[src/hw/fcr_map.svh]
// Constant map for the FIFO command, reset and status block
`ifndef FCR_MAP_SVH
`define FCR_MAP_SVH
`define FCR_OPC_HI        11
`define FCR_OPC_LO        8
`define FCR_OPR_HI        2
`define FCR_OPR_LO        0
`define FCR_OP_RESET      4'h0
`define FCR_OP_SELCFG     4'h1
`define FCR_OP_SAVE_RD    4'h2
`define FCR_OP_SAVE_WR    4'h3
`define FCR_OP_REST_RD    4'h4
`define FCR_OP_REST_WR    4'h5
`define FCR_OP_DMADIR     4'h6
`define FCR_OP_STFMT      4'h7
`define FCR_OP_INC_AB_RD  4'h8
`define FCR_OP_INC_BA_WR  4'h9
`define FCR_OP_CLR_WPE    4'hA
`define FCR_OP_CLR_RPE    4'hB
`define FCR_RS_BA         3'h1
`define FCR_RS_AB         3'h2
`define FCR_RS_BOTH       3'h3
`define FCR_RS_DMA        3'h4
`define FCR_RS_ALL        3'h7
`define FCR_CFG_DEF       16'h0000
`define FCR_CFG4_DEF      16'h6420
`define FCR_CFG4_IDX      3'h4
`define FCR_CFG5_IDX      3'h5
`define FCR_CFG5_PERIPH   10
`define FCR_NCFG          8
`endif

[src/hw/fcr_pkg.sv]
// Types shared by the FIFO command, reset and status block
package fcr_pkg;
  typedef logic [15:0] fcr_word_t;
  typedef enum logic [2:0]
  {
    FCR_IDLE  = 3'b001,
    FCR_BUSY  = 3'b010,
    FCR_DONE  = 3'b100
  } fcr_acc_e;
endpackage

[src/hw/fcr_cfg_if.sv]
// Carrier between the block top and its configuration register store
`timescale 1ns/10ps
interface fcr_cfg_if;
  logic             wr_en;
  logic [2:0]       wr_addr;
  fcr_pkg::fcr_word_t wr_data;
  logic             init;
  logic [2:0]       rd_addr;
  fcr_pkg::fcr_word_t rd_data;
  logic             periph_mode;
  modport ctl (output wr_en, output wr_addr, output wr_data, output init,
               output rd_addr, input rd_data, input periph_mode);
  modport mem (input wr_en, input wr_addr, input wr_data, input init,
               input rd_addr, output rd_data, output periph_mode);
endinterface

[src/hw/fcr_cfg_mem.sv]
// Eight configuration registers with default load and registered read data
`timescale 1ns/10ps
`include "fcr_map.svh"
module fcr_cfg_mem
(
  input  wire logic core_clk_in,
  input  wire logic rst_in,
  input  wire logic ce_in,
  fcr_cfg_if.mem    cfg
);
  fcr_pkg::fcr_word_t regs_reg [`FCR_NCFG];
  fcr_pkg::fcr_word_t rd_reg;

  function automatic fcr_pkg::fcr_word_t def_val(input int idx);
    def_val = (idx == int'(`FCR_CFG4_IDX)) ? `FCR_CFG4_DEF : `FCR_CFG_DEF;
  endfunction

  always_ff @(posedge core_clk_in or posedge rst_in)
  begin
    if (rst_in)
    begin
      for (int i = 0; i < `FCR_NCFG; i++)
        regs_reg[i] <= def_val(i);
      rd_reg <= `FCR_CFG_DEF;
    end
    else if (ce_in)
    begin
      for (int i = 0; i < `FCR_NCFG; i++)
        if (cfg.init)
          regs_reg[i] <= def_val(i);
        else if (cfg.wr_en && cfg.wr_addr == 3'(i))
          regs_reg[i] <= cfg.wr_data;
      rd_reg <= regs_reg[cfg.rd_addr];
    end
  end

  assign cfg.rd_data     = rd_reg;
  assign cfg.periph_mode = regs_reg[`FCR_CFG5_IDX][`FCR_CFG5_PERIPH];
endmodule

[src/hw/fcr_top.sv]
// Command decoder, reset control and status word for the dual FIFO
// Function
// - Opcode in bits 11:8, operand in bits 2:0, other bits ignored
// - Opcode 0 resets by operand scope; operands 0, 5, 6 do nothing
// - Opcode 1 sets the configuration register pointer
// - Select operand maps directly onto registers 0 to 7
// - Opcodes 2 and 4 save and restore the reread pointer
// - Opcodes 3 and 5 save and restore the rewrite pointer
// - Opcode 6 sets DMA direction from bit 0, peripheral mode only
// - Opcode 7 picks status format from operand bit 0
// - Opcodes 8 and 9 step read or write pointer by one byte
// - Opcodes 10 and 11 clear write and read parity errors
// - Parity errors stay set until their clear command
// - Operand 1 clears peripheral-to-host pointers and valid; 3 does both FIFOs
// - Operand 2 clears host-to-peripheral pointers only
// - Operand 4 resets only the DMA request circuitry
// - Operand 7 clears pointers, valid, DMA request, reloads config defaults
// - Hardware reset loads all defaults, format 0, direction write
// - Status read and command write at select low, both address lines high
// - Status low byte: odd byte in format 0, flags and direction in format 1
// - Status high byte is common to both formats
`timescale 1ns/10ps
`include "fcr_map.svh"
module fcr_top
#(
  parameter int PTR_W = 10
)
(
  input  wire logic        core_clk_in,
  input  wire logic        rst_in,
  input  wire logic        ce_in,
  input  wire logic        host_chip_select_n_in,
  input  wire logic        host_addr_hi_in,
  input  wire logic        host_addr_lo_in,
  input  wire logic        host_rnw_in,
  input  wire logic        host_data_strobe_n_in,
  input  wire logic [15:0] host_wdata_in,
  input  wire logic [7:0]  odd_byte_in,
  input  wire logic        ab_empty_in,
  input  wire logic        ab_aempty_in,
  input  wire logic        ab_afull_in,
  input  wire logic        ab_full_in,
  input  wire logic        ba_empty_in,
  input  wire logic        ba_aempty_in,
  input  wire logic        ba_afull_in,
  input  wire logic        ba_full_in,
  input  wire logic        wr_parity_err_in,
  input  wire logic        rd_parity_err_in,
  input  wire logic        odd_valid_set_in,
  input  wire logic        odd_valid_clr_in,
  input  wire logic        ab_rd_step_in,
  input  wire logic        ba_wr_step_in,
  output logic      [15:0] host_rdata_out,
  output logic      [15:0] cfg_rdata_out,
  output logic      [2:0]  cfg_sel_out,
  output logic [PTR_W-1:0] ab_rd_ptr_out,
  output logic [PTR_W-1:0] ba_wr_ptr_out,
  output logic             dma_dir_out,
  output logic             dma_req_clr_out,
  output logic             stat_fmt_out,
  output logic             odd_valid_out
);
  if (PTR_W < 2 || PTR_W > 16)
  begin : g_ptr_w_check
    $error("PTR_W out of range");
  end

  ////////////////////////////////////////////////////////////////////////////
  // Host select, address and data synchronisers

  // These pins are only trusted where the last two stages agree; the host
  // holds them steady long before the strobe falls, so agreement costs nothing
  logic [2:0]  cs_sync_reg;
  logic [2:0]  a1_sync_reg;
  logic [2:0]  a0_sync_reg;
  logic [2:0]  rnw_sync_reg;
  logic [15:0] wd_s0_reg;
  logic [15:0] wd_s1_reg;
  logic [15:0] wd_s2_reg;

  wire cs_ok   = (cs_sync_reg[1] == cs_sync_reg[2]);
  wire a1_ok   = (a1_sync_reg[1] == a1_sync_reg[2]);
  wire a0_ok   = (a0_sync_reg[1] == a0_sync_reg[2]);
  wire rnw_ok  = (rnw_sync_reg[1] == rnw_sync_reg[2]);
  wire wd_ok   = (wd_s1_reg == wd_s2_reg);
  wire pins_ok = cs_ok && a1_ok && a0_ok && rnw_ok && wd_ok;

  always_ff @(posedge core_clk_in or posedge rst_in)
  begin
    if (rst_in)
    begin
      cs_sync_reg  <= 3'h7;
      a1_sync_reg  <= 3'h0;
      a0_sync_reg  <= 3'h0;
      rnw_sync_reg <= 3'h7;
      wd_s0_reg    <= 16'h0000;
      wd_s1_reg    <= 16'h0000;
      wd_s2_reg    <= 16'h0000;
    end
    else if (ce_in)
    begin
      cs_sync_reg  <= {cs_sync_reg[1:0], host_chip_select_n_in};
      a1_sync_reg  <= {a1_sync_reg[1:0], host_addr_hi_in};
      a0_sync_reg  <= {a0_sync_reg[1:0], host_addr_lo_in};
      rnw_sync_reg <= {rnw_sync_reg[1:0], host_rnw_in};
      wd_s0_reg    <= host_wdata_in;
      wd_s1_reg    <= wd_s0_reg;
      wd_s2_reg    <= wd_s1_reg;
    end
  end

  ////////////////////////////////////////////////////////////////////////////
  // Host strobe synchroniser and access decode

  logic [2:0] ds_sync_reg;
  logic       ds_prev_reg;
  logic       cs_reg;
  logic       a1_reg;
  logic       a0_reg;
  logic       rnw_reg;
  logic [15:0] wd_reg;

  // Only the agreed late stages are looked at; the first stage is metastable
  wire ds_agree   = (ds_sync_reg[1] == ds_sync_reg[2]);
  wire ds_low     = ~ds_sync_reg[2];
  wire ds_fall    = ds_agree && ds_low && ds_prev_reg;
  wire sel_cmd    = ~cs_reg && a1_reg && a0_reg;
  wire sel_cfg    = ~cs_reg && a1_reg && ~a0_reg;
  wire cmd_wr     = ds_fall && sel_cmd && ~rnw_reg;
  wire cfg_wr     = ds_fall && sel_cfg && ~rnw_reg;
  wire [3:0] opc  = wd_reg[`FCR_OPC_HI:`FCR_OPC_LO];
  wire [2:0] opr  = wd_reg[`FCR_OPR_HI:`FCR_OPR_LO];

  function automatic logic is_cmd(input logic [3:0] op, input logic [3:0] want);
    is_cmd = cmd_wr && (op == want);
  endfunction

  function automatic logic is_rst(input logic [2:0] od, input logic [2:0] want);
    is_rst = is_cmd(opc, `FCR_OP_RESET) && (od == want);
  endfunction

  always_ff @(posedge core_clk_in or posedge rst_in)
  begin
    if (rst_in)
    begin
      ds_sync_reg <= 3'h7;
      ds_prev_reg <= 1'b1;
      cs_reg      <= 1'b1;
      a1_reg      <= 1'b0;
      a0_reg      <= 1'b0;
      rnw_reg     <= 1'b1;
      wd_reg      <= 16'h0000;
    end
    else if (ce_in)
    begin
      ds_sync_reg <= {ds_sync_reg[1:0], host_data_strobe_n_in};
      if (ds_agree)
        ds_prev_reg <= ds_sync_reg[2];
      // Address and data are sampled while the strobe is still high, so they
      // are settled by the time the synchronised falling edge is seen
      if (ds_agree && ~ds_low && pins_ok)
      begin
        cs_reg  <= cs_sync_reg[2];
        a1_reg  <= a1_sync_reg[2];
        a0_reg  <= a0_sync_reg[2];
        rnw_reg <= rnw_sync_reg[2];
        wd_reg  <= wd_s2_reg;
      end
    end
  end

  ////////////////////////////////////////////////////////////////////////////
  // Reset scope decode

  wire rs_ba   = is_rst(opr, `FCR_RS_BA) || is_rst(opr, `FCR_RS_BOTH)
               || is_rst(opr, `FCR_RS_ALL);
  wire rs_ab   = is_rst(opr, `FCR_RS_AB) || is_rst(opr, `FCR_RS_BOTH)
               || is_rst(opr, `FCR_RS_ALL);
  wire rs_dma  = is_rst(opr, `FCR_RS_DMA) || is_rst(opr, `FCR_RS_ALL);
  wire rs_all  = is_rst(opr, `FCR_RS_ALL);

  ////////////////////////////////////////////////////////////////////////////
  // Configuration store

  fcr_cfg_if cfg ();
  logic [2:0] cfg_sel_reg;

  assign cfg.wr_en   = cfg_wr;
  assign cfg.wr_addr = cfg_sel_reg;
  assign cfg.wr_data = wd_reg;
  assign cfg.init    = rs_all;
  assign cfg.rd_addr = cfg_sel_reg;

  fcr_cfg_mem u_cfg
  (
    .core_clk_in (core_clk_in),
    .rst_in      (rst_in),
    .ce_in       (ce_in),
    .cfg         (cfg.mem)
  );

  ////////////////////////////////////////////////////////////////////////////
  // Pointers, direction, format, flags

  logic [PTR_W-1:0] ab_rd_reg, ab_wr_reg, ab_rrd_reg;
  logic [PTR_W-1:0] ba_rd_reg, ba_wr_reg, ba_rwr_reg;
  logic             dir_reg, fmt_reg, wpe_reg, rpe_reg, val_reg, dmaclr_reg;

  wire [PTR_W-1:0] one = PTR_W'(1);

  always_ff @(posedge core_clk_in or posedge rst_in)
  begin
    if (rst_in)
    begin
      ab_rd_reg   <= '0;
      ab_wr_reg   <= '0;
      ab_rrd_reg  <= '0;
      ba_rd_reg   <= '0;
      ba_wr_reg   <= '0;
      ba_rwr_reg  <= '0;
      cfg_sel_reg <= 3'h0;
      dir_reg     <= 1'b0;
      fmt_reg     <= 1'b0;
      wpe_reg     <= 1'b0;
      rpe_reg     <= 1'b0;
      val_reg     <= 1'b0;
      dmaclr_reg  <= 1'b1;
    end
    else if (ce_in)
    begin
      dmaclr_reg <= rs_dma;
      if (is_cmd(opc, `FCR_OP_SELCFG))
        cfg_sel_reg <= opr;
      if (rs_ab)
      begin
        ab_rd_reg  <= '0;
        ab_wr_reg  <= '0;
        ab_rrd_reg <= '0;
      end
      else
      begin
        if (is_cmd(opc, `FCR_OP_SAVE_RD))
          ab_rrd_reg <= ab_rd_reg;
        if (is_cmd(opc, `FCR_OP_REST_RD))
          ab_rd_reg <= ab_rrd_reg;
        else if (is_cmd(opc, `FCR_OP_INC_AB_RD) || ab_rd_step_in)
          ab_rd_reg <= ab_rd_reg + one;
      end
      if (rs_ba)
      begin
        ba_rd_reg  <= '0;
        ba_wr_reg  <= '0;
        ba_rwr_reg <= '0;
      end
      else
      begin
        if (is_cmd(opc, `FCR_OP_SAVE_WR))
          ba_rwr_reg <= ba_wr_reg;
        if (is_cmd(opc, `FCR_OP_REST_WR))
          ba_wr_reg <= ba_rwr_reg;
        else if (is_cmd(opc, `FCR_OP_INC_BA_WR) || ba_wr_step_in)
          ba_wr_reg <= ba_wr_reg + one;
      end
      if (is_cmd(opc, `FCR_OP_DMADIR) && cfg.periph_mode)
        dir_reg <= opr[0];
      if (is_cmd(opc, `FCR_OP_STFMT))
        fmt_reg <= opr[0];
      // A fresh error beats a clear in the same cycle
      if (wr_parity_err_in)
        wpe_reg <= 1'b1;
      else if (is_cmd(opc, `FCR_OP_CLR_WPE))
        wpe_reg <= 1'b0;
      if (rd_parity_err_in)
        rpe_reg <= 1'b1;
      else if (is_cmd(opc, `FCR_OP_CLR_RPE))
        rpe_reg <= 1'b0;
      if (odd_valid_set_in)
        val_reg <= 1'b1;
      else if (rs_ba || odd_valid_clr_in)
        val_reg <= 1'b0;
      // Opcodes 12 to 15 and reset operands 0, 5, 6 match nothing above
    end
  end

  ////////////////////////////////////////////////////////////////////////////
  // Status word

  wire [7:0] st_hi = {ba_aempty_in, ba_empty_in, ab_afull_in, ab_full_in,
                      fmt_reg, rpe_reg, wpe_reg, val_reg};
  wire [7:0] st_lo1 = {ba_afull_in, ba_full_in, ab_aempty_in, ab_empty_in,
                       dir_reg, 3'h0};
  wire [7:0] st_lo = fmt_reg ? st_lo1 : odd_byte_in;

  always_ff @(posedge core_clk_in or posedge rst_in)
  begin
    if (rst_in)
      host_rdata_out <= 16'h0000;
    else if (ce_in)
      host_rdata_out <= {st_hi, st_lo};
  end

  // is kept by the outside logic; the strobe synchroniser resets idle
  assign cfg_rdata_out   = cfg.rd_data;
  assign cfg_sel_out     = cfg_sel_reg;
  assign ab_rd_ptr_out   = ab_rd_reg;
  assign ba_wr_ptr_out   = ba_wr_reg;
  assign dma_dir_out     = dir_reg;
  assign dma_req_clr_out = dmaclr_reg;
  assign stat_fmt_out    = fmt_reg;
  assign odd_valid_out   = val_reg;
endmodule

[config.mk]
export PLATFORM = sky130hd
export DESIGN_NAME = fcr_top
export DESIGN_NICKNAME = d
export VERILOG_FILES = /design/src/hw/fcr_pkg.sv /design/src/hw/fcr_cfg_if.sv /design/src/hw/fcr_cfg_mem.sv /design/src/hw/fcr_top.sv
export VERILOG_INCLUDE_DIRS = /design/src /design/src/hw
export SDC_FILE = /design/constraint.sdc
export NUM_CORES = 1
export LEC_CHECK = 0
export ABC_AREA = 1
export ABC_CLOCK_PERIOD_IN_PS = 8100
export CELL_PAD_IN_SITES_DETAIL_PLACEMENT = 2
export CELL_PAD_IN_SITES_GLOBAL_PLACEMENT = 2
export CORE_MARGIN = 1
export CORE_UTILIZATION = 30
export CTS_BUF_LIST = sky130_fd_sc_hd__clkbuf_4
export DETAILED_ROUTE_END_ITERATION = 8
export DONT_BUFFER_PORTS = 1
export GPL_TIMING_DRIVEN = 0
export PLACE_DENSITY = 0.64
export SKIP_LAST_GASP = 1
export SLEW_MARGIN = 20
export SYNTH_ARGS = -nofsm -noshare
export SYNTH_HDL_FRONTEND = slang
export SYNTH_SLANG_ARGS = --single-unit
export TNS_END_PERCENT = 50
[constraint.sdc]
create_clock -name core_clk_in -period 8.1 [get_ports core_clk_in]
set_input_delay 0.405 -clock core_clk_in [delete_from_list [all_inputs] [get_ports core_clk_in]]
set_output_delay 0.405 -clock core_clk_in [all_outputs]
set_load 0.005 [all_outputs]
==> summary.md <==
| Metric | Value |
|---|---|
| # nets final | 1,798 |
| Clk Latency, worst-skew pair | 0.80 ns |
| Grt met2 use | 37.7% |
| Crit path largest cell delay | 0.55 ns |
| Worst slack, placed | 5.21 ns |
| Routability cong. | 0.794 |
| WP depth | 11 |
| GRT Max-Usage Layer | met2 |
| Cell Area, Synth | 0.0134 sq mm |
| Post-route ant nets | 0 |
| Starting Density | 30.7% |
| WP buf/inv | 4 |
| Die span in x | 213 um |
| Startpoint types | register |
| Max Cap Viol | 0 |
| Clock root cell | clkbuf_4 |
| Setup-failing EPs final | 0 |
| CP delay by family, top | buffers and inverters |
| Boundary Pins | 105 |
| Data arrival time of the worst path | 3.49 ns |
| Power per cell area | 209 mW/mm^2 |
| DR pass1 iterations | 6 |
| Sequential area share after synthesis | 55.0% |
| GRT overflow | 0 |
| Final Hold Fails | 0 |
| Most frequent cells in the layout | nand2_1, dfrtp_1, clkbuf_4 |
| Pin count of the biggest net entering global routing | 33 |
| Max reg flops | 127 |
| Status | complete, no violations |
| Die Y | 213 um |
| Met3 usage | 3.94% |
| Yosys cell types | 38 |
| PortBufs | 0 |
| RSZ-0062 raised after global routing | false |
| FP Rows | 76 |
| Yosys reg bits | 293 |
| DRC Markers | 0 |
| Die Footprint | 0.0454 sq mm |
| Ys Warns | 0 |
| Syn Area/Cell | 8.35 sq um |
| Final Max Tran Viols | 0 |
| Period utilization | 34.6% |
| Drt wl/cell | 20.8 um |
| Slowest cell on the critical path | dlygate4sd3_1 |
| Clk buf depth | 3 |
| Layout cells sized above 1 | 13.8% |
| Synth Net Count | 1,651 |
| Total GRT Usage | 22.9% |
| CP most frequent cell | nand2_1 |
| Commonest non-fill, non-tap cell in the layout | nand2_1 |
| Crit Path Class | reg -> reg |
| Max Fclk | 0.357 GHz |
| Reg-to-Reg Start | ds_sync_reg[1] |
| Final min period | 2.80 ns |
| Slew @ Worst Pin | 1.09 ns |
| Final wirelength | 49,900 um |
| Critical Path Source | ds_sync_reg[1] |
| Hold Path Class | in -> async |
| WP data required | 8.79 ns |
| HPWL Detailed | 35,600 um |
| Critical-path cell list | inv_1 -> ha_1 -> nand2_1 -> inv_1 -> nand3_1 -> nor3_2 -> nand3_1 -> clkbuf_1 -> nand2_1 -> nand2_1 -> dlygate4sd3_1 |
| GR Util met1 | 30.7% |
| First-pass GRT wire length | 77,700 um |
| Clk pin slew, worst setup/hold paths | 0.06 ns |
| Final setup margin | 5.30 ns |
| Initial antenna violation count | 3 |
| Initial drt markers | 468 |
| CTS sink count | 293 |
| CP Capture Type | register |
| Cts bufs inserted | 90 |
| Worst-case reg-to-reg path depth | 11 |
| Syn-to-layout area delta | 18.9% |
| H-tree lvl count | 3 |
| TritonCTS clock tree | yes |
| Clock skew | 0.0392 ns |
| LEAKAGE | 7.44 nW |
| Core area | 0.0436 sq mm |
| CP Max Fanout | 10 |
| Post-route setup TNS | 0 ns |
| Maximum VDD drop | 0.0919 mV |
| Vias | 11,900 |
| Syn Inst Count | 1,601 |
| Slew HR | 27.4% |
| Vias/cell | 4.97 |
| Number of global-route vias before repair | 13,100 |
==> synthesized netlist by cell type <==
cell type / count / share of area, %
a22oi_1: 14 / 0.79
nor2_2: 2 / 0.094
nor2_4: 1 / 0.084
clkbuf_2: 2 / 0.075
nor2_8: 1 / 0.15
nand3b_1: 4 / 0.22
buf_12: 1 / 0.15
clkinv_1: 2 / 0.056
nand3_4: 1 / 0.13
nor3_1: 3 / 0.11
o21ai_0: 142 / 5.3
nor3_2: 3 / 0.22
o21bai_1: 1 / 0.056
o21a_1: 2 / 0.11
nor2_1: 57 / 1.6
nand2_2: 4 / 0.19
nand4_1: 61 / 2.9
buf_4: 2 / 0.11
buf_6: 13 / 1.1
inv_1: 76 / 2.1
o21ai_1: 62 / 2.3
clkbuf_1: 46 / 1.3
dfstp_2: 17 / 3.3
dfrtp_1: 276 / 52
o211ai_1: 4 / 0.22
nand3_1: 84 / 3.1
nand2_1: 643 / 18
buf_2: 17 / 0.64
buf_1: 1 / 0.028
a211oi_1: 3 / 0.17
nand2_4: 12 / 1.0
a21oi_1: 11 / 0.41
xor2_1: 3 / 0.20
o21ai_2: 13 / 0.85
inv_2: 4 / 0.11
a22o_1: 3 / 0.20
ha_1: 4 / 0.37
xnor2_1: 6 / 0.39
==> metrics by stage <==
stage | util, % | total power, mW | hold slack [ns] | instance area [sq um] | cells
final | 36.5 | 3.32 | 0.154 | 15900 | 2394
after global routing | 36.5 | 3.49 | 0.146 | 15900 | 2394
after CTS | 36.5 | 3.38 | 0.0590 | 15900 | 2393
after detailed placement | 32.9 | 1.86 | 0.346 | 14300 | 2197
after global placement | 32.4 | 1.84 | 0.453 | 14100 | 2186
after floorplan | - | 1.75 | 0.442 | 13400 | 1601
==> cells by family (layout without fill, tap and decap cells) <==
logic type	after synthesis	count (layout)	share of synthesized area (%)
simple gates	876	876	27.9
flops	293	293	55.0
compound gates	255	255	10.4
buf+inv	164	371	5.69
xor+xnor	9	9	0.590
fa+ha+maj	4	4	0.374
other cells	0	1	0
==> area by class of cell <==
type	count	area [sq um]
fill	5050	27700
sequential	293	7350
multi-input combinational	1144	5250
clock buffer	143	1070
tap	585	732
timing repair buffer	55	683
buffer	82	453
inverter	82	312
clock inverter	9	33.8
antenna	1	2.50
==> worst paths after layout <==
kind                       slack, ns            endpoint
max in group asynchronous       6.88       ab_rrd_reg[1]
min in group core_clk_in        0.16    ba_wr_ptr_out[3]
min reg2reg                     0.47  u_cfg.regs_reg[53]
min                             0.15  u_cfg.regs_reg[12]
max                             5.30       odd_valid_out
max reg2reg                     5.30       odd_valid_out
==> report_power, final <==
group,switching (mW),internal [mW],leakage [nW]
sequential,0.0728,1.53,3.89
combinational,0.157,0.0903,2.87
clock,0.681,0.786,0.677
==> repair_timing <==
item | in CTS | in global routing
gates resized for setup | 0 | 0
endpoints found under the hold margin | 144 | 0
hold buffers | 44 | 0
buffers inserted | 0 | 0
==> per-layer routing <==
layer,share of wire [%],up-vias,wire (um)
met5,0,-,0
met2,48,192,24000
li1,-,5562,-
met4,1.8,0,919
met3,3.8,64,1870
met1,46,6090,23100
Note: power is estimated with default switching activity, not from simulation.
